**src/pkg/mocs_defs.svh**
```systemverilog
// register offsets, field positions, reset values and encodings for the clock select block
`ifndef MOCS_DEFS_SVH
`define MOCS_DEFS_SVH

// ----------------------------------------------------------------------------
// register map (byte addresses on the Avalon-MM slave)
// ----------------------------------------------------------------------------
`define MOCS_ADDR_PLL_OUTPUT_DIVIDER 4'h0
`define MOCS_ADDR_OSC_CONFIG         4'h4
`define MOCS_ADDR_PLL_CONTROL        4'h8

// ----------------------------------------------------------------------------
// divider register fields
// ----------------------------------------------------------------------------
`define MOCS_VCO_OUT_DIV_MSB   9
`define MOCS_VCO_OUT_DIV_LSB   8
`define MOCS_POST1_MSB    6
`define MOCS_POST1_LSB    4
`define MOCS_POST2_MSB    2
`define MOCS_POST2_LSB    0
`define MOCS_VCO_OUT_DIV_RESET 2'h0
`define MOCS_POST1_RESET  3'h4
`define MOCS_POST2_RESET  3'h1

// ----------------------------------------------------------------------------
// configuration codes
// ----------------------------------------------------------------------------
`define MOCS_SRC_ERASED   3'h7
`define MOCS_PMODE_ERASED 2'h3
`define MOCS_VCO_DIV1     2'h3
`define MOCS_VCO_DIV2     2'h2
`define MOCS_VCO_DIV3     2'h1
`define MOCS_VCO_DIV4     2'h0

`endif

```
**src/pkg/mocs_pkg.sv**
```systemverilog
// types shared by the master oscillator select and pll divider block
package mocs_pkg;

    // oscillator source select codes
    typedef enum logic [2:0] {
        MOCS_FAST_RC          = 3'h0,
        MOCS_FAST_RC_WITH_PLL = 3'h1,
        MOCS_PRIMARY          = 3'h2,
        MOCS_PRIMARY_WITH_PLL = 3'h3,
        MOCS_RESERVED         = 3'h4,
        MOCS_LOW_POWER_RC     = 3'h5,
        MOCS_BACKUP_FAST_RC   = 3'h6,
        MOCS_FAST_RC_DIVIDED  = 3'h7
    } mocs_src_t;

    // primary oscillator modes
    typedef enum logic [1:0] {
        MOCS_PM_EXT_CLOCK    = 2'h0,
        MOCS_PM_CRYSTAL      = 2'h1,
        MOCS_PM_FAST_CRYSTAL = 2'h2,
        MOCS_PM_OFF          = 2'h3
    } mocs_pmode_t;

    // stored configuration word as seen from the block
    typedef struct packed {
        logic [2:0] osc_source_select;
        logic [1:0] primary_osc_mode;
        logic       osc_out_pin_function;
    } mocs_cfg_t;

    // decoded source enables
    typedef struct packed {
        logic fast_rc;
        logic primary;
        logic low_power_rc;
        logic backup_fast_rc;
        logic pll_used;
        logic fast_rc_divided;
        logic ext_clock;
        logic crystal;
        logic fast_crystal;
    } mocs_sel_t;

    // post-divider sequencing states
    typedef enum logic [2:0] {
        MOCS_ST_IDLE = 3'b001,
        MOCS_ST_RUN  = 3'b010,
        MOCS_ST_WAIT = 3'b100
    } mocs_state_t;

endpackage

```
**src/hw/mocs_clock_select.sv**
```systemverilog
// master oscillator source select and pll output divider chain
// Notes on behaviour
// - source and mode latched from configuration on the first clock after reset
// - three-bit source code decodes seven oscillator choices and one reserved code
// - primary mode matters only for primary sources
// - erased configuration starts fast RC divided
// - primary mode only from master configuration word
// - separate bit picks clock out or I/O
// - VCO divider bits 9:8 divide by 1-4
// - first post divider runs on faster clock
// - reset ratios are four and one
// - bits 15:10, 7, 3 read zero
//
// Register access over Avalon-MM and the address map were decided locally.
`timescale 1ns/10ps
`include "mocs_defs.svh"

module mocs_clock_select #(
    parameter int DIV_W = 3
) (
    // clock and reset
    input  wire logic                   clk,
    input  wire logic                   sys_rst,
    // stored configuration, master oscillator word
    input  wire mocs_pkg::mocs_cfg_t    cfg_word,
    input  wire logic                   cfg_erased,
    // avalon-mm slave
    input  wire logic [3:0]             avs_address,
    input  wire logic                   avs_read,
    input  wire logic                   avs_write,
    input  wire logic [31:0]            avs_writedata,
    input  wire logic [3:0]             avs_byteenable,
    output logic [31:0]                 avs_readdata,
    output logic                        avs_waitrequest,
    // vco tick from the pll (one pulse per vco period)
    input  wire logic                   vco_tick,
    // clock outputs as enables
    output logic                        vco_div_tick,
    output logic                        sys_clk_tick,
    output logic                        post1_tick,
    // oscillator selection state
    output mocs_pkg::mocs_sel_t         osc_sel,
    output logic                        osc_out_clock_en,
    output logic                        pll_running
);
    import mocs_pkg::*;

    // ------------------------------------------------------------------------
    // decode functions
    // ------------------------------------------------------------------------
    function automatic mocs_sel_t decode_src(input logic [2:0] src, input logic [1:0] pm);
        mocs_sel_t s;
        logic      prim;
        s    = '0;
        prim = (src == MOCS_PRIMARY) || (src == MOCS_PRIMARY_WITH_PLL);
        s.fast_rc         = (src == MOCS_FAST_RC) || (src == MOCS_FAST_RC_WITH_PLL);
        s.primary         = prim;
        s.low_power_rc    = (src == MOCS_LOW_POWER_RC);
        s.backup_fast_rc  = (src == MOCS_BACKUP_FAST_RC);
        s.fast_rc_divided = (src == MOCS_FAST_RC_DIVIDED);
        s.pll_used        = (src == MOCS_FAST_RC_WITH_PLL) || (src == MOCS_PRIMARY_WITH_PLL);
        // mode ignored for every non-primary source
        s.ext_clock       = prim && (pm == MOCS_PM_EXT_CLOCK);
        s.crystal         = prim && (pm == MOCS_PM_CRYSTAL);
        s.fast_crystal    = prim && (pm == MOCS_PM_FAST_CRYSTAL);
        return s;
    endfunction

    // vco divider code to ratio minus one
    function automatic logic [1:0] vco_ratio_m1(input logic [1:0] code);
        return 2'h3 - code;
    endfunction

    // ------------------------------------------------------------------------
    // configuration capture after reset
    // ------------------------------------------------------------------------
    logic [2:0] src_q;
    logic [1:0] pmode_q;
    logic       pinfn_q;
    logic       cfg_taken;

    // captured by a clock edge once reset is released, never by the reset itself
    always_ff @(posedge clk) begin
        if (sys_rst) begin
            cfg_taken <= 1'b0;
            src_q     <= `MOCS_SRC_ERASED;
            pmode_q   <= `MOCS_PMODE_ERASED;
            pinfn_q   <= 1'b0;
        end else if (!cfg_taken) begin
            cfg_taken <= 1'b1;
            src_q     <= cfg_erased ? `MOCS_SRC_ERASED : cfg_word.osc_source_select;
            pmode_q   <= cfg_erased ? `MOCS_PMODE_ERASED : cfg_word.primary_osc_mode;
            pinfn_q   <= cfg_erased ? 1'b0 : cfg_word.osc_out_pin_function;
        end
    end

    // selection outputs come straight from captured flip-flops
    assign osc_sel          = decode_src(src_q, pmode_q);
    assign osc_out_clock_en = pinfn_q;

    // ------------------------------------------------------------------------
    // registers
    // ------------------------------------------------------------------------
    logic [1:0]       vco_output_divider;
    logic [DIV_W-1:0] post1;
    logic [DIV_W-1:0] post2;
    logic             pll_enable;

    wire hit_div   = avs_address == `MOCS_ADDR_PLL_OUTPUT_DIVIDER;
    wire hit_cfg   = avs_address == `MOCS_ADDR_OSC_CONFIG;
    wire hit_ctl   = avs_address == `MOCS_ADDR_PLL_CONTROL;
    // writes land only on the edge that ends the wait state, so each takes effect once
    wire wr_div    = avs_write && hit_div && !avs_waitrequest;
    wire wr_ctl    = avs_write && hit_ctl && avs_byteenable[0] && !avs_waitrequest;
    wire [1:0] wd_vco_div = avs_writedata[`MOCS_VCO_OUT_DIV_MSB:`MOCS_VCO_OUT_DIV_LSB];
    // a post ratio of zero is outside the legal range, so it is kept out
    wire [DIV_W-1:0] wd_post1 = avs_writedata[`MOCS_POST1_MSB:`MOCS_POST1_LSB];
    wire [DIV_W-1:0] wd_post2 = avs_writedata[`MOCS_POST2_MSB:`MOCS_POST2_LSB];
    // the pll may only be running from a source that uses it
    wire post_lock = pll_running;

    // divider register write, post ratios refused while the pll runs
    always_ff @(posedge clk) begin
        if (sys_rst) begin
            vco_output_divider <= `MOCS_VCO_OUT_DIV_RESET;
            post1              <= `MOCS_POST1_RESET;
            post2              <= `MOCS_POST2_RESET;
        end else if (wr_div) begin
            if (avs_byteenable[1])
                vco_output_divider <= wd_vco_div;
            if (avs_byteenable[0] && !post_lock && wd_post1 != '0)
                post1 <= wd_post1;
            if (avs_byteenable[0] && !post_lock && wd_post2 != '0)
                post2 <= wd_post2;
        end
    end

    // pll run control
    always_ff @(posedge clk) begin
        if (sys_rst)
            pll_enable <= 1'b0;
        else if (wr_ctl)
            pll_enable <= avs_writedata[0];
    end

    // read-back, unimplemented bits forced to zero
    wire [31:0] rd_div = {16'h0000, 6'h00, vco_output_divider, 1'b0, post1, 1'b0, post2};
    wire [31:0] rd_cfg = {24'h000000, osc_out_clock_en, pmode_q, src_q, 1'b0, cfg_taken};
    wire [31:0] rd_ctl = {30'h0, pll_running, pll_enable};
    wire [31:0] rd_mux = hit_div ? rd_div : hit_cfg ? rd_cfg : hit_ctl ? rd_ctl : 32'h0;

    // one wait cycle per access so read data come from a flip-flop
    logic ack;
    always_ff @(posedge clk) begin
        if (sys_rst) begin
            ack          <= 1'b0;
            avs_readdata <= 32'h0;
        end else begin
            ack          <= (avs_read || avs_write) && !ack;
            avs_readdata <= rd_mux;
        end
    end
    assign avs_waitrequest = (avs_read || avs_write) && !ack;

    // ------------------------------------------------------------------------
    // pll state sequencing
    // ------------------------------------------------------------------------
    mocs_state_t state;
    mocs_state_t next_state;

    always_comb begin
        next_state = state;
        case (state)
            MOCS_ST_IDLE: begin
                if (pll_enable && osc_sel.pll_used && cfg_taken)
                    next_state = MOCS_ST_RUN;
            end
            MOCS_ST_RUN: begin
                if (!pll_enable)
                    next_state = MOCS_ST_WAIT;
            end
            MOCS_ST_WAIT: begin
                next_state = MOCS_ST_IDLE;
            end
            default: next_state = MOCS_ST_IDLE;
        endcase
    end

    always_ff @(posedge clk) begin
        if (sys_rst)
            state <= MOCS_ST_IDLE;
        else
            state <= next_state;
    end
    // wait state keeps the ratios locked while the chain drains
    assign pll_running = state != MOCS_ST_IDLE;

    // ------------------------------------------------------------------------
    // divider chain: vco divider, post divider one, post divider two
    // ------------------------------------------------------------------------
    logic [1:0]       vco_cnt;
    logic [DIV_W-1:0] p1_cnt;
    logic [DIV_W-1:0] p2_cnt;
    wire  run     = (state == MOCS_ST_RUN) && vco_tick;
    wire  p1_wrap = run && (p1_cnt >= post1 - 1'b1);
    wire  p2_wrap = p1_wrap && (p2_cnt >= post2 - 1'b1);
    // compared with >= so a smaller ratio written mid-run cannot strand the count
    wire  vco_wrap = vco_cnt >= vco_ratio_m1(vco_output_divider);

    // vco output divider is its own clock path, apart from the post chain
    always_ff @(posedge clk) begin
        if (sys_rst || state != MOCS_ST_RUN) begin
            vco_cnt      <= 2'h0;
            vco_div_tick <= 1'b0;
        end else begin
            vco_div_tick <= vco_tick && vco_wrap;
            if (vco_tick)
                vco_cnt <= vco_wrap ? 2'h0 : vco_cnt + 2'h1;
        end
    end

    // first post divider counts every vco tick, the fast stage
    always_ff @(posedge clk) begin
        if (sys_rst || state != MOCS_ST_RUN) begin
            p1_cnt     <= '0;
            post1_tick <= 1'b0;
        end else begin
            post1_tick <= p1_wrap;
            if (run)
                p1_cnt <= p1_wrap ? '0 : p1_cnt + 1'b1;
        end
    end

    // second post divider only advances on first stage output
    always_ff @(posedge clk) begin
        if (sys_rst || state != MOCS_ST_RUN) begin
            p2_cnt       <= '0;
            sys_clk_tick <= 1'b0;
        end else begin
            sys_clk_tick <= p2_wrap;
            if (p1_wrap)
                p2_cnt <= p2_wrap ? '0 : p2_cnt + 1'b1;
        end
    end

    // ------------------------------------------------------------------------
    // checks
    // ------------------------------------------------------------------------
    logic [5:0] sys_gap;
    always_ff @(posedge clk) begin
        if (sys_rst || state != MOCS_ST_RUN || sys_clk_tick)
            sys_gap <= 6'h0;
        else if (vco_tick && sys_gap != 6'h3f)
            sys_gap <= sys_gap + 6'h1;
    end

    chk_post_locked: assert property (@(posedge clk) disable iff (sys_rst)
        pll_running |=> $stable(post1) && $stable(post2))
        else $error("post ratio changed while pll running");
    chk_reset_ratios: assert property (@(posedge clk)
        $fell(sys_rst) |-> post1 == 3'h4 && post2 == 3'h1)
        else $error("post ratios wrong after reset");
    chk_unimpl_zero: assert property (@(posedge clk) disable iff (sys_rst)
        rd_div[15:10] == 6'h0 && !rd_div[7] && !rd_div[3])
        else $error("unimplemented divider bits not zero");
    chk_erased_src: assert property (@(posedge clk) disable iff (sys_rst)
        $rose(cfg_taken) && $past(cfg_erased) |-> osc_sel.fast_rc_divided)
        else $error("erased configuration not on divided fast rc");
    chk_cfg_capture: assert property (@(posedge clk) disable iff (sys_rst)
        cfg_taken |=> $stable(src_q) && $stable(pmode_q))
        else $error("source changed after capture");
    chk_mode_ignored: assert property (@(posedge clk) disable iff (sys_rst)
        !osc_sel.primary |-> !(osc_sel.ext_clock || osc_sel.crystal || osc_sel.fast_crystal))
        else $error("primary mode active for non-primary source");
    chk_pin_func: assert property (@(posedge clk) disable iff (sys_rst)
        $rose(cfg_taken) && !$past(cfg_erased) |->
            osc_out_clock_en == $past(cfg_word.osc_out_pin_function))
        else $error("pin function not from configuration");
    chk_vco_tick_src: assert property (@(posedge clk) disable iff (sys_rst)
        vco_div_tick |-> $past(vco_tick))
        else $error("vco divider tick without vco tick");
    chk_sys_product: assert property (@(posedge clk) disable iff (sys_rst)
        sys_gap <= {3'h0, post1} * {3'h0, post2})
        else $error("system tick later than ratio product");

    // ------------------------------------------------------------------------
    // configuration and decode checks
    // ------------------------------------------------------------------------
    // the captured word must not move again until the next reset
    chk_cfg_held: assert property (@(posedge clk) disable iff (sys_rst)
        cfg_taken |=> cfg_taken && $stable(osc_out_clock_en))
        else $error("captured configuration released before reset");
    // at most one source flag, and none at all for the reserved code
    chk_src_onehot: assert property (@(posedge clk) disable iff (sys_rst)
        $onehot0({osc_sel.fast_rc, osc_sel.primary, osc_sel.low_power_rc,
            osc_sel.backup_fast_rc, osc_sel.fast_rc_divided}))
        else $error("more than one oscillator source decoded");
    chk_src_reserved: assert property (@(posedge clk) disable iff (sys_rst)
        (src_q == MOCS_RESERVED) == !(osc_sel.fast_rc || osc_sel.primary ||
            osc_sel.low_power_rc || osc_sel.backup_fast_rc || osc_sel.fast_rc_divided))
        else $error("reserved source code decoded as a source");
    chk_mode_crystal: assert property (@(posedge clk) disable iff (sys_rst)
        osc_sel.primary && pmode_q == MOCS_PM_CRYSTAL |-> osc_sel.crystal)
        else $error("crystal mode not decoded for a primary source");
    // the sequencer must never leave idle from a source without the pll
    chk_pll_source: assert property (@(posedge clk) disable iff (sys_rst)
        pll_running |-> osc_sel.pll_used)
        else $error("pll running from a source that does not use it");

    // ------------------------------------------------------------------------
    // divider chain checks
    // ------------------------------------------------------------------------
    // a divide-by-one vco path must pass every vco tick straight on
    wire div1_fire = vco_tick && !sys_rst && state == MOCS_ST_RUN &&
        vco_output_divider == `MOCS_VCO_DIV1;

    chk_vco_div: assert property (@(posedge clk) disable iff (sys_rst)
        $past(div1_fire) |-> vco_div_tick)
        else $error("divide-by-one vco path dropped a tick");
    chk_vco_reset: assert property (@(posedge clk)
        $fell(sys_rst) |-> vco_output_divider == `MOCS_VCO_OUT_DIV_RESET)
        else $error("vco divider wrong after reset");
    chk_post1_src: assert property (@(posedge clk) disable iff (sys_rst)
        post1_tick |-> $past(vco_tick))
        else $error("first post divider tick without vco tick");
    // the slow stage may only step on an output of the fast stage
    chk_sys_on_post1: assert property (@(posedge clk) disable iff (sys_rst)
        sys_clk_tick |-> post1_tick)
        else $error("second post divider moved without the first");
    chk_post_nonzero: assert property (@(posedge clk) disable iff (sys_rst)
        post1 != '0 && post2 != '0)
        else $error("post divider ratio of zero accepted");
    // once the wait cycle has drained, every tick output stays low
    chk_idle_quiet: assert property (@(posedge clk) disable iff (sys_rst)
        !pll_running |-> !vco_div_tick && !post1_tick && !sys_clk_tick)
        else $error("divider tick while the pll is stopped");

    cov_pll_run: cover property (@(posedge clk) disable iff (sys_rst) $rose(pll_running));
    cov_sys_tick: cover property (@(posedge clk) disable iff (sys_rst) sys_clk_tick);
    cov_locked_write: cover property (@(posedge clk) disable iff (sys_rst) wr_div && post_lock);
    cov_primary: cover property (@(posedge clk) disable iff (sys_rst) osc_sel.crystal);
    cov_erased_start: cover property (@(posedge clk) disable iff (sys_rst)
        $rose(cfg_taken) && osc_sel.fast_rc_divided);

endmodule

```
**config.mk**
```make
export PLATFORM = sky130hd
export DESIGN_NAME = mocs_clock_select
export DESIGN_NICKNAME = d
export VERILOG_FILES = /design/src/pkg/mocs_pkg.sv /design/src/hw/mocs_clock_select.sv
export VERILOG_INCLUDE_DIRS = /design/src /design/src/pkg
export SDC_FILE = /design/constraint.sdc
export NUM_CORES = 1
export LEC_CHECK = 0
export BUFFER_PORTS_ARGS = -buffer_cell sky130_fd_sc_hd__buf_2
export CAP_MARGIN = 20
export CELL_PAD_IN_SITES_DETAIL_PLACEMENT = 0
export CELL_PAD_IN_SITES_GLOBAL_PLACEMENT = 1
export CORE_UTILIZATION = 33
export CTS_CLUSTER_DIAMETER = 40
export CTS_CLUSTER_SIZE = 40
export DETAILED_ROUTE_END_ITERATION = 10
export PLACE_DENSITY = 0.9
export SLEW_MARGIN = 20
export SYNTH_ARGS = -nofsm -noshare
export SYNTH_HDL_FRONTEND = slang
export SYNTH_SLANG_ARGS = --single-unit
```
**constraint.sdc**
```tcl
create_clock -name clk -period 2.3 [get_ports clk]
set_clock_uncertainty 0.05 [all_clocks]
set_input_delay 0.23 -clock clk [delete_from_list [all_inputs] [get_ports clk]]
set_output_delay 0.23 -clock clk [all_outputs]
set_load 0.02 [all_outputs]
```
==> metrics.txt, run 1 <==
# TYPE chip_impl_metric gauge
chip_impl_info{name="run_status",value="completed"} 1
chip_impl_metric{name="grt_start_max_net_pins",unit=""} 22
chip_impl_metric{name="clock_transition_at_the_register_clock_pins_on_the_worst_setup_and_hold_paths_after_cts",unit="ns"} 0.08
chip_impl_metric{name="postRouteAntennaNets",unit=""} 0
chip_impl_metric{name="flow.area_growth_from_synthesis",unit="%"} 18.3
chip_impl_metric{name="clk_latency",unit="ns"} 0.28
chip_impl_metric{name="cell_count_of_the_worst_hold_path",unit=""} 2
chip_impl_metric{name="cts-buffers-inserted",unit=""} 5
chip_impl_metric{name="drv_slew",unit=""} 0
chip_impl_metric{name="post-cts-setup-buffer-count",unit=""} 0
chip_impl_metric{name="initial_drc_count",unit=""} 71
chip_impl_info{name="clock_root_buffer_master",value="clkbuf_8"} 1
chip_impl_metric{name="synthArstFlopShare",unit=""} 0
chip_impl_metric{name="power-per-cell-area",unit="nW/um2"} 603
chip_impl_metric{name="setup_tns",unit="ns"} 0
chip_impl_info{name="start_kind",value="flip-flop"} 1
chip_impl_info{name="worstHoldPathType",value="in -> reg"} 1
chip_impl_metric{name="drc",unit=""} 0
chip_impl_info{name="synth_commonest_cells",value="dfxtp_1 (41), nor2_1 (23), buf_4 (22)"} 1
chip_impl_metric{name="fin_worst_hold_slack",unit="ns"} 0.115
chip_impl_metric{name="initial_utilization",unit=""} 0.342
chip_impl_metric{name="post_route_cells_drive_above_1_share",unit=""} 0.241
chip_impl_metric{name="synth.ff_latch_count",unit=""} 41
chip_impl_info{name="synth_top_cell_by_area",value="dfxtp_1"} 1
chip_impl_metric{name="post_synth_instance_area",unit="um2"} 2020
chip_impl_metric{name="top_level_ports",unit=""} 99
chip_impl_metric{name="grt_antenna_before_repair",unit=""} 0
chip_impl_metric{name="finalWirelength",unit="um"} 4070
chip_impl_metric{name="synth.yosys.seq_area_share",unit=""} 0.406
chip_impl_metric{name="power.static_leakage",unit="uW"} 0.00105
chip_impl_metric{name="synth_edf_count",unit=""} 0
chip_impl_metric{name="fmaxAchievable",unit="MHz"} 479
chip_impl_metric{name="worst_pin_slew",unit="ns"} 0.618
chip_impl_metric{name="io_buffer_count",unit=""} 50
chip_impl_metric{name="routed_wire_length_per_instance",unit="um"} 11.5
chip_impl_metric{name="netlist_instances",unit=""} 221
chip_impl_metric{name="critPathMaxFanout",unit=""} 4
chip_impl_metric{name="critPathRequiredTime",unit="ns"} 2.45
chip_impl_metric{name="layout.nets",unit=""} 341
chip_impl_info{name="post_synth_main_area_contributors",value="dfxtp_1 (41%), buf_4 (8.2%), ha_1 (7.4%), mux2i_1 (4.9%), nor2_1 (4.3%)"} 1
chip_impl_metric{name="setup_viol_count_final",unit=""} 0
chip_impl_metric{name="cap_viol_max_count",unit=""} 0
chip_impl_metric{name="cts_repair_resize_count",unit=""} 0
chip_impl_metric{name="clock_sink_count",unit=""} 41
chip_impl_metric{name="firstDrtPassIters",unit=""} 4
chip_impl_metric{name="insertedDiodeCount",unit=""} 0
chip_impl_metric{name="r2r_cells",unit=""} 8
chip_impl_metric{name="peakVddDrop",unit="mV"} 0.279
chip_impl_metric{name="gp_congestion",unit=""} 0.742
chip_impl_metric{name="post_cts_hold_buffer_count",unit=""} 0
chip_impl_info{name="synthMostInstantiatedCell",value="dfxtp_1"} 1
chip_impl_metric{name="syn_area_per_cell",unit="um2"} 9.15
chip_impl_metric{name="die_area",unit="um2"} 6450
chip_impl_metric{name="detailedPlacementHpwl",unit="um"} 3160
chip_impl_metric{name="ctsHtreeMaxLevel",unit=""} 2
chip_impl_metric{name="grt_pass1_wl",unit="um"} 6830
chip_impl_metric{name="synth_top_area_share",unit=""} 0.406
chip_impl_metric{name="placementRows",unit=""} 28
chip_impl_metric{name="fp.dieH",unit="um"} 80.3
chip_impl_metric{name="globalRouteTotalUtil",unit=""} 0.137
chip_impl_info{name="tritoncts_clock_tree",value="yes"} 1
chip_impl_info{name="critPathCaptureType",value="flip-flop"} 1
chip_impl_metric{name="finalCritPeriodShare",unit=""} 0.908
chip_impl_metric{name="grt_remaining_overflow",unit=""} 0
chip_impl_info{name="endpoint_of_the_worst_register_to_register_path",value="p2_cnt[0]"} 1
chip_impl_metric{name="maximum_clock_path_buffer_count",unit=""} 2
chip_impl_metric{name="first_global_vias",unit=""} 1521
chip_impl_info{name="min_delay_worst_endpoint",value="avs_readdata[0]"} 1
chip_impl_info{name="worstSetupPathType",value="reg -> reg"} 1
chip_impl_metric{name="die_width",unit="um"} 80.3
chip_impl_info{name="grt_setup_unrepaired",value="false"} 1
chip_impl_metric{name="synthesis.yosys.warnings",unit=""} 0
chip_impl_info{name="critical_path.reg2reg.startpoint",value="post2[0]"} 1
chip_impl_metric{name="fp.coreArea",unit="um2"} 5920
chip_impl_metric{name="report.final.hold_viol_count",unit=""} 0
chip_impl_info{name="worstHoldStart",value="avs_address[0]"} 1
chip_impl_metric{name="slew-limit-headroom",unit=""} 0.585
chip_impl_metric{name="post-route-min-period",unit="ns"} 2.09
chip_impl_metric{name="cp_data_arrival_time",unit="ns"} 2.24
chip_impl_metric{name="route.detailed.vias_per_inst",unit=""} 4.61
chip_impl_metric{name="routed-via-count",unit=""} 1629
chip_impl_info{name="synth-main-ff-cell",value="dfxtp_1"} 1
chip_impl_metric{name="final.fill_count",unit=""} 601
chip_impl_metric{name="yosysUniqueCellTypes",unit=""} 42
chip_impl_metric{name="r2r_setup_slack",unit="ns"} 0.21
==> flip-flops by register name, summed over array words and instances (netlist names), 2 cells and up <==
register and cells:
post2 3, p2_cnt 3, vco_output_divider 2, pmode_q 2, vco_cnt 2, avs_readdata 10, src_q 3, state 3
p1_cnt 3, post1 3
==> metrics by stage <==
step,setup slack (ns),std cells,total power (uW),cell area (um2),utilization
floorplan,0.411,242,853,2100,-
global placement,0.274,345,868,2280,0.385
detailed placement,0.275,345,869,2280,0.385
CTS,0.231,353,1460,2390,0.404
global route,0.0724,353,1500,2390,0.404
finish,0.212,353,1440,2390,0.404
==> worst max-delay path by stage <==
stage	from	to	slack [ns]	cells past startpoint
4_1_cts	post2[0]	p2_cnt[0]	0.23	8
5_1_grt	post2[0]	p2_cnt[0]	0.07	8
6_report	post2[0]	p2_cnt[0]	0.21	8
3_3_place_gp	post2[0]	p2_cnt[0]	0.27	8
2_1_floorplan	post1[0]	p1_cnt[2]	0.41	8
3_5_place_dp	post2[0]	p2_cnt[0]	0.28	8
==> logic make-up (layout without fill, tap and decap cells) <==
group | Yosys count | after routing | share of synthesized area
and+or+nand+nor | 83 | 83 | 0.228
DFF | 41 | 41 | 0.406
buffers and inverters | 39 | 75 | 0.121
AOI/OAI and AO/OA | 31 | 31 | 0.103
adders and majority gates | 12 | 12 | 0.0742
muxes | 10 | 10 | 0.0495
xor gates and xnor gates | 4 | 4 | 0.0173
other | 1 | 22 | 0.00185
==> area by class of cell <==
type	instances	area, um2	share of cell area
flip-flops and latches	41	821	0.343
inverters	14	52.6	0.0220
well taps	75	93.8	0.0392
repair buffers	53	273	0.114
clock buffers	7	86.3	0.0361
clock inverters	1	30.0	0.0125
multi-input cells	162	1040	0.433
==> worst max-delay path: stages, from the launching register on <==
cell and delay [ns]:
dfxtp_1 0.37, inv_1 0.08, ha_1 0.21, xnor2_1 0.13
ha_1 0.29, a21o_1 0.17, a31oi_1 0.30, nand3_1 0.16
o31ai_1 0.24
==> report_power, final <==
| part | leakage [uW] | total, uW | internal [uW] | switching, uW |
|---|---|---|---|---|
| registers | 0.000332 | 727 | 718 | 9.33 |
| logic | 0.000657 | 125 | 40.0 | 85.1 |
| clock network | 0.0000585 | 591 | 354 | 237 |
| total | 0.00105 | 1440 | 1110 | 331 |
==> metal layers <==
metal	track usage	part of all wire	routed length, um	up-vias
met5	0	0	0	-
met4	0.0482	0.013	52	0
met3	0.0420	0.065	265	5
met2	0.223	0.43	1750	59
met1	0.170	0.49	2010	725
li1	-	-	-	840
==> placed cells by master, fill, tap and decap left out, types with 4 or more instances in the layout <==
| cell | instances |
|---|---|
| nor2_1 | 23 |
| nand2b_1 | 7 |
| o21ai_0 | 4 |
| clkbuf_8 | 6 |
| nor4_1 | 5 |
| buf_2 | 50 |
| ha_1 | 12 |
| nor3_1 | 10 |
| nand2_1 | 12 |
| nor2b_1 | 4 |
| o22ai_1 | 6 |
| mux2i_1 | 10 |
| a22o_1 | 4 |
| a21oi_1 | 5 |
| conb_1 | 22 |
| dfxtp_1 | 41 |
| inv_1 | 14 |
| or3_1 | 4 |
| nand3_1 | 4 |
(Power assumes the default switching activity.)
==> run 2: changes to the inputs <==
- CTS_BUF_LIST: unset -> sky130_fd_sc_hd__clkbuf_8 sky130_fd_sc_hd__clkbuf_16
==> metrics.txt, run 2 (synthesis gave the netlist of run 1 again) <==
# TYPE chip_impl_metric gauge
chip_impl_metric{name="grt_pass1_wl",unit="um"} 6830
chip_impl_metric{name="globalRouteTotalUtil",unit=""} 0.137
chip_impl_metric{name="ctsHtreeMaxLevel",unit=""} 2
chip_impl_metric{name="clock_transition_at_the_register_clock_pins_on_the_worst_setup_and_hold_paths_after_cts",unit="ns"} 0.08
chip_impl_metric{name="report.final.hold_viol_count",unit=""} 0
chip_impl_metric{name="drc",unit=""} 0
chip_impl_metric{name="peakVddDrop",unit="mV"} 0.279
chip_impl_metric{name="die_width",unit="um"} 80.3
chip_impl_metric{name="initial_drc_count",unit=""} 69
chip_impl_metric{name="first_global_vias",unit=""} 1521
chip_impl_metric{name="critPathMaxFanout",unit=""} 4
chip_impl_metric{name="fp.dieH",unit="um"} 80.3
chip_impl_metric{name="grt_antenna_before_repair",unit=""} 0
chip_impl_metric{name="number_of_flip_flops_under_the_largest_register_name",unit=""} 10
chip_impl_metric{name="grt_remaining_overflow",unit=""} 0
chip_impl_metric{name="detailedPlacementHpwl",unit="um"} 3160
chip_impl_info{name="most_frequent_cells_in_the_layout",value="buf_2 (50), dfxtp_1 (41), nor2_1 (23), conb_1 (22), inv_1 (15)"} 1
chip_impl_metric{name="power-per-cell-area",unit="nW/um2"} 601
chip_impl_metric{name="grt_start_max_net_pins",unit=""} 22
chip_impl_metric{name="layout.area.seq",unit="um2"} 821
chip_impl_metric{name="gp_congestion",unit=""} 0.742
chip_impl_metric{name="postPlaceCellArea",unit="um2"} 2280
chip_impl_info{name="worstSetupPathType",value="reg -> reg"} 1
chip_impl_metric{name="routed_wire_length_per_instance",unit="um"} 11.5
chip_impl_metric{name="post_route_cells_drive_above_1_share",unit=""} 0.241
chip_impl_metric{name="maximum_clock_path_buffer_count",unit=""} 2
chip_impl_info{name="crit_chain",value="inv_1, ha_1, xnor2_1, ha_1, a21o_1, a31oi_1, nand3_1, o31ai_1"} 1
chip_impl_metric{name="clk_latency",unit="ns"} 0.28
chip_impl_info{name="endpoint_of_the_worst_register_to_register_path",value="p2_cnt[0]"} 1
chip_impl_info{name="worstHoldStart",value="avs_address[0]"} 1
chip_impl_metric{name="finalCritPeriodShare",unit=""} 0.908
chip_impl_info{name="path_common_cell",value="ha_1"} 1
chip_impl_info{name="regMostFlops",value="avs_readdata"} 1
chip_impl_metric{name="routed-via-count",unit=""} 1627
chip_impl_metric{name="fmaxAchievable",unit="MHz"} 479
chip_impl_metric{name="postRouteAntennaNets",unit=""} 0
chip_impl_metric{name="cap_viol_max_count",unit=""} 0
chip_impl_metric{name="cts-buffers-inserted",unit=""} 5
chip_impl_metric{name="final_core_utilization",unit=""} 0.404
chip_impl_metric{name="cp_depth",unit=""} 8
chip_impl_metric{name="instances_no_fill",unit=""} 353
chip_impl_metric{name="top_level_ports",unit=""} 99
chip_impl_metric{name="power.static_leakage",unit="uW"} 0.00105
chip_impl_metric{name="place.detailed.instances",unit=""} 345
chip_impl_metric{name="clock_sink_count",unit=""} 41
chip_impl_metric{name="cp_data_arrival_time",unit="ns"} 2.24
chip_impl_metric{name="r2r_cells",unit=""} 8
chip_impl_info{name="grt_setup_unrepaired",value="false"} 1
chip_impl_info{name="critical_path.reg2reg.startpoint",value="post2[0]"} 1
chip_impl_metric{name="die_area",unit="um2"} 6450
chip_impl_metric{name="io_buffer_count",unit=""} 50
chip_impl_metric{name="initial_utilization",unit=""} 0.342
chip_impl_info{name="worstHoldPathType",value="in -> reg"} 1
chip_impl_info{name="min_delay_worst_endpoint",value="avs_readdata[0]"} 1
chip_impl_metric{name="critPathRequiredTime",unit="ns"} 2.45
chip_impl_metric{name="firstDrtPassIters",unit=""} 4
chip_impl_metric{name="setup_tns",unit="ns"} 0
chip_impl_metric{name="setup_viol_count_final",unit=""} 0
chip_impl_info{name="cp_slowest_cell",value="dfxtp_1"} 1
chip_impl_metric{name="cell_count_of_the_worst_hold_path",unit=""} 2
chip_impl_metric{name="route.detailed.vias_per_inst",unit=""} 4.61
chip_impl_metric{name="multi_input_area",unit="um2"} 1040
chip_impl_metric{name="crit_path_setup_slack_layout",unit="ns"} 0.212
chip_impl_metric{name="final.fill_count",unit=""} 601
chip_impl_metric{name="flow.area_growth_from_synthesis",unit="%"} 18.3
chip_impl_info{name="critPathCaptureType",value="flip-flop"} 1
chip_impl_metric{name="r2r_setup_slack",unit="ns"} 0.21
chip_impl_metric{name="placementRows",unit=""} 28
chip_impl_metric{name="timing.critical_path.buf_inv",unit=""} 1
chip_impl_info{name="layout_commonest_cell",value="buf_2"} 1
chip_impl_metric{name="slew-limit-headroom",unit=""} 0.585
chip_impl_metric{name="insertedDiodeCount",unit=""} 0
chip_impl_metric{name="fp.coreArea",unit="um2"} 5920
chip_impl_metric{name="drv_slew",unit=""} 0
chip_impl_info{name="clock_root_buffer_master",value="clkbuf_8"} 1
chip_impl_metric{name="worst_pin_slew",unit="ns"} 0.618
chip_impl_info{name="timing.critical_path.from",value="post2[0]"} 1
chip_impl_metric{name="fin_area",unit="um2"} 2390
chip_impl_info{name="start_kind",value="flip-flop"} 1
chip_impl_metric{name="post-cts-setup-buffer-count",unit=""} 0
chip_impl_metric{name="place_ws",unit="ns"} 0.275
chip_impl_info{name="crit_family",value="compound AO/OA/AOI/OAI gates"} 1
chip_impl_metric{name="post_cts_hold_buffer_count",unit=""} 0
chip_impl_metric{name="finalWirelength",unit="um"} 4070
chip_impl_info{name="run_status",value="completed"} 1
chip_impl_metric{name="cts_repair_resize_count",unit=""} 0
chip_impl_metric{name="post-route-min-period",unit="ns"} 2.09
chip_impl_metric{name="layout.nets",unit=""} 341
chip_impl_info{name="tritoncts_clock_tree",value="yes"} 1
chip_impl_metric{name="worst_path_largest_cell_delay",unit="ns"} 0.37
run 2: cell types whose count changed in the layout (fill, tap and decap cells not counted):
cell,before,now
clkbuf_1,1,0
inv_1,14,15
run 2: report_power, final:
part / switching, uW / total (uW) / leakage, uW / internal (uW)
Combinational: 85.1 / 125 / 0.000657 / 40.0
Clock: 237 / 587 / 0.0000626 / 349
Sequential: 9.33 / 727 / 0.000332 / 718
run 2: metal layers:
| layer | track usage | up-vias | routed length [um] |
|---|---|---|---|
| met5 | 0 | - | 0 |
| met1 | 0.170 | 723 | 2010 |
| met2 | 0.223 | 59 | 1750 |
| li1 | - | 840 | - |
| met3 | 0.0420 | 5 | 265 |
| met4 | 0.0482 | 0 | 52 |
run 2: cell type report:
class,instances,share of cell area
clock buffers,6,0.0345
clock inverters,2,0.0141
inverters,14,0.0220
multi-input cells,162,0.433
flip-flops and latches,41,0.343
well taps,75,0.0392
repair buffers,53,0.114
run 2: worst max path at each step:
| stage | to | slack [ns] |
|---|---|---|
| final | p2_cnt[0] | 0.21 |
| after global routing | p2_cnt[0] | 0.07 |
| after CTS | p2_cnt[0] | 0.23 |
| after detailed placement | p2_cnt[0] | 0.28 |
| after global placement | p2_cnt[0] | 0.27 |
| after floorplan | p1_cnt[2] | 0.41 |
run 2: metrics by stage:
step	hold slack (ns)	total power [uW]
floorplan	0.256	853
global placement	0.393	868
detailed placement	0.398	869
CTS	0.111	1450
global route	0.112	1500
finish	0.115	1440
run 2: worst register-to-register path, stage by stage (launching register included):
cell and delay (ns):
dfxtp_1 0.37, inv_1 0.08, ha_1 0.21, xnor2_1 0.13, ha_1 0.29, a21o_1 0.17
a31oi_1 0.30, nand3_1 0.16, o31ai_1 0.24
